$ cat config.mk
export PLATFORM = sky130hd
export DESIGN_NAME = isc_collector
export DESIGN_NICKNAME = d
export VERILOG_FILES = /design/src/isc_pkg.sv /design/src/isc_collector.sv
export VERILOG_INCLUDE_DIRS = /design/src
export SDC_FILE = /design/constraint.sdc
export NUM_CORES = 1
export LEC_CHECK = 0
export BUFFER_PORTS_ARGS = -buffer_cell sky130_fd_sc_hd__buf_2
export CAP_MARGIN = 20
export CORE_MARGIN = 2
export CORE_UTILIZATION = 43
export CTS_CLUSTER_SIZE = 25
export DETAILED_ROUTE_END_ITERATION = 10
export PLACE_DENSITY = 0.85
export REMOVE_ABC_BUFFERS = 1
export SLEW_MARGIN = 20
export SYNTH_ARGS = -nofsm -noshare
export SYNTH_HDL_FRONTEND = slang
export SYNTH_SLANG_ARGS = --single-unit
export TNS_END_PERCENT = 100
$ cat constraint.sdc
create_clock -name core_clk -period 4.1 [get_ports core_clk]
set_input_delay 0.82 -clock core_clk [delete_from_list [all_inputs] [get_ports core_clk]]
set_output_delay 0.82 -clock core_clk [all_outputs]
set_load 0.01 [all_outputs]
$ cat src/isc_cfg.svh
// offsets, bit positions and reset values for the interrupt status collector
// assumes inclusion once per compilation unit through the guard below
`ifndef ISC_CFG_SVH
`define ISC_CFG_SVH
`define ISC_OFS_STATUS     8'h58
`define ISC_OFS_BYTE_TEST  8'h64
`define ISC_STATUS_RESET   32'h0000_0000
`define ISC_WC_MASK        32'h83BB_E7DF
`define ISC_BIT_SOFT       31
`define ISC_BIT_TX_HALT    25
`define ISC_BIT_RX_HALT    24
`define ISC_BIT_DROP_HALF  23
`define ISC_BIT_TX_DONE    21
`define ISC_BIT_RX_DMA     20
`define ISC_BIT_TIMER      19
`define ISC_BIT_PHY        18
`define ISC_BIT_POWER      17
`define ISC_BIT_TX_SOVF    16
`define ISC_BIT_RX_WDOG    15
`define ISC_BIT_RX_ERR     14
`define ISC_BIT_TX_ERR     13
`define ISC_BIT_TX_OVRUN   10
`define ISC_BIT_TX_AVAIL   9
`define ISC_BIT_TX_SFULL   8
`define ISC_BIT_TX_SLVL    7
`define ISC_BIT_RX_DROP    6
`define ISC_BIT_RX_SFULL   4
`define ISC_BIT_RX_SLVL    3
`define ISC_BIT_PIN_LO     0
`define ISC_DROP_HALF_PREV 32'h7FFF_FFFF
`define ISC_DROP_HALF_NEXT 32'h8000_0000
`define ISC_TIMER_TOP      16'hFFFF
`define ISC_TIMER_ZERO     16'h0000
`define ISC_PIN_COUNT      3
`define ISC_TIMER_WIDTH    16
`endif

$ cat src/isc_pkg.sv
// types for the interrupt status collector
// assumes isc_cfg.svh supplies all numeric constants
package isc_pkg;
    typedef logic [31:0] isc_word_t;
    typedef logic [7:0]  isc_addr_t;
endpackage
$ cat src/isc_collector.sv
// interrupt status collector: sticky event flags, write-one-to-clear access
// assumes event inputs are single-cycle pulses or levels synchronous to core_clk
`timescale 1ns/1ps
`include "isc_cfg.svh"

// Behaviour
// - writing one clears a flag
// - soft flag set while soft enable high
// - tx halted flag on stop request and halt
// - rx halted flag on receiver halt
// - drop count crossing midpoint sets flag
// - tx buffer done on notify buffer loaded
// - rx dma count moved sets flag
// - timer wrap zero to FFFFh sets flag
// - phy flag read-only, mirrors pending event
// - power flag latches, clears by one write
// - only byte test write wakes device
// - power flag bypasses deassertion interval
// - tx status overflow sets flag
// - oversize received packet sets watchdog flag
// - receiver error sets flag
// - transmitter error sets flag
// - write to full tx fifo sets flag
// - tx space above threshold sets flag
// - tx and rx status full flags
// - tx and rx status level flags
// - dropped frame sets flag
// - three pin event flags, write-one clear
// - flags latch regardless of mask
// - master indication when enabled flag set
module isc_collector #(
    parameter int PIN_COUNT   = `ISC_PIN_COUNT,
    parameter int TIMER_WIDTH = `ISC_TIMER_WIDTH
) (
    input  wire logic             core_clk,
    input  wire logic             reset_n,
    input  wire isc_pkg::isc_addr_t reg_addr,
    input  wire logic             reg_wr,
    input  wire logic             reg_rd,
    input  wire isc_pkg::isc_word_t reg_wdata,
    output isc_pkg::isc_word_t    reg_rdata,
    input  wire isc_pkg::isc_word_t irq_enable_mask,
    input  wire logic             soft_irq_enable,
    input  wire logic             tx_stop_request,
    input  wire logic             tx_halted,
    input  wire logic             rx_halted,
    input  wire logic             drop_count_inc,
    input  wire isc_pkg::isc_word_t drop_count,
    input  wire logic             tx_buffer_loaded,
    input  wire logic             notify_on_completion,
    input  wire logic             rx_dma_count_done,
    input  wire logic             timer_tick,
    input  wire logic [TIMER_WIDTH-1:0] timer_count,
    input  wire logic             phy_event_pending,
    input  wire logic             power_event,
    input  wire logic             tx_stat_overflow,
    input  wire logic             rx_oversize,
    input  wire logic             rx_error,
    input  wire logic             tx_error,
    input  wire logic             tx_fifo_write_full,
    input  wire logic             tx_space_above_level,
    input  wire logic             tx_stat_full,
    input  wire logic             tx_stat_level,
    input  wire logic             rx_stat_full,
    input  wire logic             rx_stat_level,
    input  wire logic             rx_frame_dropped,
    input  wire logic [PIN_COUNT-1:0] pin_events,
    output logic                  master_irq,
    output logic                  power_irq,
    output logic                  wake_request
);
    import isc_pkg::*;

    // the flag map has fixed room: three pin events and a 16-bit timer
    if (PIN_COUNT != `ISC_PIN_COUNT) begin : g_pin_check
        $error("pin event count does not fit the flag map");
    end
    if (TIMER_WIDTH != `ISC_TIMER_WIDTH) begin : g_timer_check
        $error("timer width does not match the wrap value");
    end

    isc_word_t irq_status_reg;
    isc_word_t next_status;
    isc_word_t set_vec;
    isc_word_t clr_vec;
    logic      next_master;
    logic      next_power;
    logic      next_wake;
    logic [31:0] next_rdata;

    // levels re-set every cycle they stand, so a clear sticks only once the source drops
    always_comb begin
        set_vec = '0;
        set_vec[`ISC_BIT_SOFT]      = soft_irq_enable;
        set_vec[`ISC_BIT_TX_HALT]   = tx_stop_request & tx_halted;
        set_vec[`ISC_BIT_RX_HALT]   = rx_halted;
        set_vec[`ISC_BIT_DROP_HALF] = drop_count_inc
                                      & (drop_count == `ISC_DROP_HALF_PREV);
        set_vec[`ISC_BIT_TX_DONE]   = tx_buffer_loaded & notify_on_completion;
        set_vec[`ISC_BIT_RX_DMA]    = rx_dma_count_done;
        set_vec[`ISC_BIT_TIMER]     = timer_tick
                                      & (timer_count == `ISC_TIMER_ZERO);
        set_vec[`ISC_BIT_POWER]     = power_event;
        set_vec[`ISC_BIT_TX_SOVF]   = tx_stat_overflow;
        set_vec[`ISC_BIT_RX_WDOG]   = rx_oversize;
        set_vec[`ISC_BIT_RX_ERR]    = rx_error;
        set_vec[`ISC_BIT_TX_ERR]    = tx_error;
        set_vec[`ISC_BIT_TX_OVRUN]  = tx_fifo_write_full;
        set_vec[`ISC_BIT_TX_AVAIL]  = tx_space_above_level;
        set_vec[`ISC_BIT_TX_SFULL]  = tx_stat_full;
        set_vec[`ISC_BIT_RX_SFULL]  = rx_stat_full;
        set_vec[`ISC_BIT_TX_SLVL]   = tx_stat_level;
        set_vec[`ISC_BIT_RX_SLVL]   = rx_stat_level;
        set_vec[`ISC_BIT_RX_DROP]   = rx_frame_dropped;
        set_vec[`ISC_BIT_PIN_LO +: PIN_COUNT] = pin_events;
    end

    // reserved and read-only bits never see a clear
    assign clr_vec = (reg_wr && reg_addr == `ISC_OFS_STATUS)
                   ? (reg_wdata & `ISC_WC_MASK) : '0;

    always_comb begin
        // set wins over a clear in the same cycle
        next_status = ((irq_status_reg & ~clr_vec) | set_vec) & `ISC_WC_MASK;
        next_status[`ISC_BIT_PHY] = phy_event_pending;
        // mask gates only the indication, never the latching
        next_master = |(next_status & irq_enable_mask);
        next_power  = next_status[`ISC_BIT_POWER] & irq_enable_mask[`ISC_BIT_POWER];
        // wake is a one-cycle request; power events alone never raise it
        next_wake   = reg_wr && reg_addr == `ISC_OFS_BYTE_TEST;
        // read data holds between reads so a slow host can sample late
        next_rdata  = reg_rdata;
        if (reg_rd) begin
            next_rdata = (reg_addr == `ISC_OFS_STATUS) ? irq_status_reg : '0;
        end
    end

    always_ff @(posedge core_clk) begin
        if (!reset_n) begin
            irq_status_reg <= `ISC_STATUS_RESET;
            master_irq     <= 1'b0;
            power_irq      <= 1'b0;
            wake_request   <= 1'b0;
            reg_rdata      <= '0;
        end else begin
            irq_status_reg <= next_status;
            master_irq     <= next_master;
            power_irq      <= next_power;
            wake_request   <= next_wake;
            reg_rdata      <= next_rdata;
        end
    end

    chk_clear_by_one: assert property (@(posedge core_clk) disable iff (!reset_n)
        (reg_wr && reg_addr == `ISC_OFS_STATUS && reg_wdata[`ISC_BIT_RX_ERR] && !rx_error)
        |=> !irq_status_reg[`ISC_BIT_RX_ERR])
        else $error("written one did not clear flag");
    chk_soft_set: assert property (@(posedge core_clk) disable iff (!reset_n)
        soft_irq_enable |=> irq_status_reg[`ISC_BIT_SOFT])
        else $error("soft flag not set");
    chk_tx_halt: assert property (@(posedge core_clk) disable iff (!reset_n)
        (tx_halted && !tx_stop_request && !irq_status_reg[`ISC_BIT_TX_HALT])
        |=> !irq_status_reg[`ISC_BIT_TX_HALT])
        else $error("tx halt flag without stop request");
    chk_drop_half: assert property (@(posedge core_clk) disable iff (!reset_n)
        (drop_count_inc && drop_count == `ISC_DROP_HALF_PREV)
        |=> irq_status_reg[`ISC_BIT_DROP_HALF])
        else $error("midpoint crossing missed");
    chk_timer_wrap: assert property (@(posedge core_clk) disable iff (!reset_n)
        (timer_tick && timer_count == `ISC_TIMER_ZERO) |=> irq_status_reg[`ISC_BIT_TIMER])
        else $error("timer wrap missed");
    chk_phy_mirror: assert property (@(posedge core_clk) disable iff (!reset_n)
        irq_status_reg[`ISC_BIT_PHY] == $past(phy_event_pending))
        else $error("phy flag not mirroring");
    chk_power_latch: assert property (@(posedge core_clk) disable iff (!reset_n)
        power_event |=> irq_status_reg[`ISC_BIT_POWER] ##1 power_irq
                         == irq_enable_mask[`ISC_BIT_POWER] || !irq_status_reg[`ISC_BIT_POWER]
                         || $changed(irq_enable_mask))
        else $error("power flag not latched");
    chk_wake_src: assert property (@(posedge core_clk) disable iff (!reset_n)
        wake_request |-> $past(reg_wr) && $past(reg_addr) == `ISC_OFS_BYTE_TEST)
        else $error("wake without byte test write");
    chk_reserved_zero: assert property (@(posedge core_clk) disable iff (!reset_n)
        (irq_status_reg & ~(`ISC_WC_MASK | (32'h1 << `ISC_BIT_PHY))) == '0)
        else $error("reserved bit set");
    chk_master_ind: assert property (@(posedge core_clk) disable iff (!reset_n)
        master_irq == |(irq_status_reg & $past(irq_enable_mask)))
        else $error("master indication wrong");

    // event sources each latch their own flag
    chk_rx_halt: assert property (@(posedge core_clk) disable iff (!reset_n)
        rx_halted |=> irq_status_reg[`ISC_BIT_RX_HALT])
        else $error("rx halt flag missed");
    chk_rx_dma: assert property (@(posedge core_clk) disable iff (!reset_n)
        rx_dma_count_done |=> irq_status_reg[`ISC_BIT_RX_DMA])
        else $error("rx dma flag missed");
    chk_tx_sovf: assert property (@(posedge core_clk) disable iff (!reset_n)
        tx_stat_overflow |=> irq_status_reg[`ISC_BIT_TX_SOVF])
        else $error("tx status overflow flag missed");
    chk_rx_wdog: assert property (@(posedge core_clk) disable iff (!reset_n)
        rx_oversize |=> irq_status_reg[`ISC_BIT_RX_WDOG])
        else $error("rx watchdog flag missed");
    chk_rx_err: assert property (@(posedge core_clk) disable iff (!reset_n)
        rx_error |=> irq_status_reg[`ISC_BIT_RX_ERR])
        else $error("rx error flag missed");
    chk_tx_err: assert property (@(posedge core_clk) disable iff (!reset_n)
        tx_error |=> irq_status_reg[`ISC_BIT_TX_ERR])
        else $error("tx error flag missed");
    chk_tx_overrun: assert property (@(posedge core_clk) disable iff (!reset_n)
        tx_fifo_write_full |=> irq_status_reg[`ISC_BIT_TX_OVRUN])
        else $error("tx overrun flag missed");
    chk_tx_avail: assert property (@(posedge core_clk) disable iff (!reset_n)
        tx_space_above_level |=> irq_status_reg[`ISC_BIT_TX_AVAIL])
        else $error("tx space flag missed");
    chk_tx_sfull: assert property (@(posedge core_clk) disable iff (!reset_n)
        tx_stat_full |=> irq_status_reg[`ISC_BIT_TX_SFULL])
        else $error("tx status full flag missed");
    chk_rx_sfull: assert property (@(posedge core_clk) disable iff (!reset_n)
        rx_stat_full |=> irq_status_reg[`ISC_BIT_RX_SFULL])
        else $error("rx status full flag missed");
    chk_tx_slvl: assert property (@(posedge core_clk) disable iff (!reset_n)
        tx_stat_level |=> irq_status_reg[`ISC_BIT_TX_SLVL])
        else $error("tx status level flag missed");
    chk_rx_slvl: assert property (@(posedge core_clk) disable iff (!reset_n)
        rx_stat_level |=> irq_status_reg[`ISC_BIT_RX_SLVL])
        else $error("rx status level flag missed");
    chk_rx_drop: assert property (@(posedge core_clk) disable iff (!reset_n)
        rx_frame_dropped |=> irq_status_reg[`ISC_BIT_RX_DROP])
        else $error("rx drop flag missed");
    chk_tx_done: assert property (@(posedge core_clk) disable iff (!reset_n)
        (tx_buffer_loaded && notify_on_completion) |=> irq_status_reg[`ISC_BIT_TX_DONE])
        else $error("tx buffer done flag missed");
    chk_tx_halt_set: assert property (@(posedge core_clk) disable iff (!reset_n)
        (tx_stop_request && tx_halted) |=> irq_status_reg[`ISC_BIT_TX_HALT])
        else $error("tx halt flag missed");

    // negative checks: a half condition must not latch
    chk_tx_plain_load: assert property (@(posedge core_clk) disable iff (!reset_n)
        (tx_buffer_loaded && !notify_on_completion && !irq_status_reg[`ISC_BIT_TX_DONE])
        |=> !irq_status_reg[`ISC_BIT_TX_DONE])
        else $error("tx buffer done flag without notify");
    chk_drop_plain: assert property (@(posedge core_clk) disable iff (!reset_n)
        (!(drop_count_inc && drop_count == `ISC_DROP_HALF_PREV)
         && !irq_status_reg[`ISC_BIT_DROP_HALF]) |=> !irq_status_reg[`ISC_BIT_DROP_HALF])
        else $error("midpoint flag without crossing");
    chk_timer_plain: assert property (@(posedge core_clk) disable iff (!reset_n)
        (!(timer_tick && timer_count == `ISC_TIMER_ZERO)
         && !irq_status_reg[`ISC_BIT_TIMER]) |=> !irq_status_reg[`ISC_BIT_TIMER])
        else $error("timer flag without wrap");

    // no hold-off path exists here; the interval logic sits outside
    chk_power_bypass: assert property (@(posedge core_clk) disable iff (!reset_n)
        power_irq == (irq_status_reg[`ISC_BIT_POWER]
                      && $past(irq_enable_mask[`ISC_BIT_POWER])))
        else $error("power indication held off");
    chk_mask_free: assert property (@(posedge core_clk) disable iff (!reset_n)
        (rx_error && !irq_enable_mask[`ISC_BIT_RX_ERR]) |=> irq_status_reg[`ISC_BIT_RX_ERR])
        else $error("masked flag failed to latch");
    chk_set_wins: assert property (@(posedge core_clk) disable iff (!reset_n)
        (reg_wr && reg_addr == `ISC_OFS_STATUS && reg_wdata[`ISC_BIT_RX_ERR] && rx_error)
        |=> irq_status_reg[`ISC_BIT_RX_ERR])
        else $error("clear beat a new event");
    chk_phy_ro: assert property (@(posedge core_clk) disable iff (!reset_n)
        (reg_wr && reg_addr == `ISC_OFS_STATUS && reg_wdata[`ISC_BIT_PHY] && phy_event_pending)
        |=> irq_status_reg[`ISC_BIT_PHY])
        else $error("write cleared the phy flag");
    chk_soft_hold: assert property (@(posedge core_clk) disable iff (!reset_n)
        (soft_irq_enable && irq_status_reg[`ISC_BIT_SOFT]) |=> irq_status_reg[`ISC_BIT_SOFT])
        else $error("soft flag dropped while enabled");
    chk_wake_only: assert property (@(posedge core_clk) disable iff (!reset_n)
        !(reg_wr && reg_addr == `ISC_OFS_BYTE_TEST) |=> !wake_request)
        else $error("wake without byte test write");

    // reads return a snapshot and never clear anything
    chk_status_read: assert property (@(posedge core_clk) disable iff (!reset_n)
        (reg_rd && reg_addr == `ISC_OFS_STATUS) |=> reg_rdata == $past(irq_status_reg))
        else $error("status read returned wrong word");
    chk_rdata_read: assert property (@(posedge core_clk) disable iff (!reset_n)
        (reg_rd && reg_addr != `ISC_OFS_STATUS) |=> reg_rdata == '0)
        else $error("unmapped read not zero");

    // each pin flag is its own sticky bit
    for (genvar p = 0; p < PIN_COUNT; p++) begin : g_pin_chk
        chk_pin_latch: assert property (@(posedge core_clk) disable iff (!reset_n)
            pin_events[p] |=> irq_status_reg[`ISC_BIT_PIN_LO + p])
            else $error("pin event flag missed");
    end

    // per-bit clear behaviour; the phy bit follows its source instead
    for (genvar b = 0; b < $bits(isc_word_t); b++) begin : g_bit_chk
        if (b != `ISC_BIT_PHY) begin : g_wc
            chk_one_clears: assert property (@(posedge core_clk) disable iff (!reset_n)
                (reg_wr && reg_addr == `ISC_OFS_STATUS && reg_wdata[b] && !set_vec[b])
                |=> !irq_status_reg[b])
                else $error("written one left a flag set");
            chk_zero_keeps: assert property (@(posedge core_clk) disable iff (!reset_n)
                (irq_status_reg[b] && !(reg_wr && reg_addr == `ISC_OFS_STATUS && reg_wdata[b]))
                |=> irq_status_reg[b])
                else $error("flag lost without a clearing write");
        end
    end
endmodule

==> reports/results.ini <==
[worst_hold_path]
hp-class=flop to flop

[timing]
setup_violations=0
fin_worst_skew_ps=3.84
fin_crit_sh_pct=57.0
hold_violations=0
slew_headroom_pct=37.3
fmax_mhz=428
tns_ps=0
timing.final.crit_period_ps=2340
tightest_slew_ps=940
grt_setup_unrepaired=no
drv_slew=0

[placed_design]
dp_hpwl_mm=5.43
portBuffers=155
gp_routability_congestion=0.842

[grt]
grt_pass1_vias=2413
grt_usage_pct=22.2
gr-total-overflow=0
antenna_found_initial=0
grt_max_degree=46
grt_first_pass_wirelength_mm=10.8

[die]
row_count=26
ioPinCount=184
start_util_pct=45.3
die-area_sq_um=6060
core-area_sq_um=5170
dieHeight_um=77.8
die_w_um=77.8

[worst_setup_path]
crit_type=primary input to flop
arrival_ps=2470
path_max_fanout=23
crit_slowest_cell=nor4bb_1
critical_path.max_stage_delay_ps=380
cp-start-kind=primary input
crit_chain=buf_2 > nor4bb_1 > and3_1 > buf_4 > nand2_1 > a21oi_1 > a2bb2oi_2 > a41oi_2
critical_path_required_ps=4240
worst-r2r-setup-slack_ps=2480
worstSetupEndpointType=flop

[power]
netSwitchingPower_uw=228
power.internal_uw=714
cellLeakagePower_nw=1.51
ir_worst_vdd_mv=0.199
clockPowerShare_pct=32.3
seqPwrFrac_pct=53.4
powerDensity_nw_per_um2=293
switching_share_pct=24.2
power_frac_comb_pct=14.4

[clock_tree]
path_clk_slew_ps=90
root_buffer=clkbuf_8
numCtsBuffers=5
cts_buffer_depth=2
cts.sink_count=49
cts_hold_buf=0
postCtsSetupBuffers=0
cts_tree=yes
ctsHtreeMaxLevel=2
clkLatencyLatePin_ps=290
cts_resized=0

[routing]
first_iter_violations=143
drt_wl_total_mm=7.01
viasPerCell=4.96
vias=2608
wl_per_cell_um=13.3
drt.antenna.violating_nets=0
firstDrtPassIters=4
drc_errors=0

[final_layout]
areaGrowthSynthToFinish_pct=37.3
final_util_pct=62.2
n_antenna_cell=0
final_layout_size_suffix_gt1_share_pct=37.3
fin_nets=604

[run]
maxCapViolCount=0

[synthesis]
ys_seq_area_share_pct=41.9
syn_area_per_cell_sq_um=7.68
ys_async_sr_fraction_pct=0
synth-edff-count=0
synthDistinctLibCells=35
syn_area_sq_um=2340
synth_seq_cells=49
netlist_instances=305
synth-warning-count=0
ys.flop_type=dfxtp_1

[outcome]
status=complete, no violations

[metal layers]
| metal | GRT usage [%] | part of all wire, % |
|---|---|---|
| met4 | 5.00 | 1.1 |
| met5 | 0 | 0 |
| met2 | 38.3 | 49 |
| met1 | 28.4 | 44 |
| met3 | 4.77 | 6.0 |
[layout make-up]
type | instances | area (sq um)
clock inverter | 1 | 5.00
sequential | 49 | 981
clock buffer | 7 | 96.3
inverter | 6 | 22.5
fill | 477 | 1950
timing repair buffer | 156 | 783
multi-input combinational | 237 | 1240
tap | 70 | 87.6
[cells in the final DEF, fill, tap and decap left out]
cell type  instances
buf_2            155
dfxtp_1           49
nor2_1            48
a21oi_1           43
nor2b_1           38
o21ai_0           31
nand2_1           25
nand4_1           15
conb_1             9
clkbuf_8           7
inv_1              5
nor4_1             4
and2_1             3
and3_1             2
nand3_1            2
inv_2              1
nor4bb_1           1
nor4b_2            1
a22oi_1            1
nand4b_1           1
or4_4              1
or4_1              1
nor3_2             1
a22o_1             1
nor4b_1            1
a31oi_1            1
nor3_1             1
a21o_1             1
a221oi_1           1
o2111a_1           1
o22a_1             1
a2bb2oi_2          1
a41oi_2            1
clkinv_2           1
buf_4              1
[power by group through the flow]
stage	combinational [mW]	clock [mW]	sequential, mW
2_1_floorplan	0.0493	0	0.512
3_3_place_gp	0.131	0	0.513
3_5_place_dp	0.135	0	0.514
4_1_cts	0.135	0.310	0.503
5_1_grt	0.152	0.330	0.505
6_report	0.135	0.304	0.503
[path summary, 6_finish.rpt]
kind / startpoint / to / cells past startpoint
min reg2reg: irq_status_reg[18]$_SDFF_PN0_ / reg_rdata[18]$_SDFFE_PN0P_ / 2
max reg2reg: irq_status_reg[4]$_SDFF_PN0_ / master_irq$_SDFF_PN0_ / 6
min: irq_status_reg[18]$_SDFF_PN0_ / reg_rdata[18]$_SDFFE_PN0P_ / 2
max: reg_addr[5] / master_irq$_SDFF_PN0_ / 8
[logic make-up after synthesis]
family	after synthesis	synth area share, %
compound gates	83	19.6
flops	49	41.9
buf+inv	27	6.41
simple gates	145	31.9
other cells	1	0.160
[stage by stage]
stage / worst slack (ps) / hold slack, ps / power [mW] / instance area (sq um) / cells
finish: 1760 / 476 / 0.942 / 3220 / 526
global route: 1590 / 505 / 0.988 / 3220 / 526
floorplan: 1720 / 432 / 0.561 / 2250 / 292
detailed placement: 1440 / 458 / 0.649 / 3120 / 518
CTS: 1750 / 479 / 0.948 / 3220 / 526
global placement: 1570 / 442 / 0.644 / 3120 / 518
[worst max-delay path: cells and delay by family]
| family | cells | cell delay (ps) |
|---|---|---|
| and+or+nand+nor | 3 | 690 |
| AOI/OAI and AO/OA | 3 | 560 |
| buffers and inverters | 2 | 400 |
[synthesized netlist by cell type (2+ instances only)]
library cell	n	share of area (%)
nand4_1	15	4.0
and2_1	3	0.80
buf_2	3	0.64
nor2_1	48	7.7
and3_1	2	0.53
nand3_1	2	0.43
nor4_1	4	1.1
buf_4	10	3.2
a21oi_1	43	9.2
o21ai_0	31	6.6
clkbuf_1	7	1.1
dfxtp_1	49	42
nor2b_1	38	10
nand2_1	25	4.0
inv_1	5	0.80
Note: power is estimated with default switching activity, not from simulation.
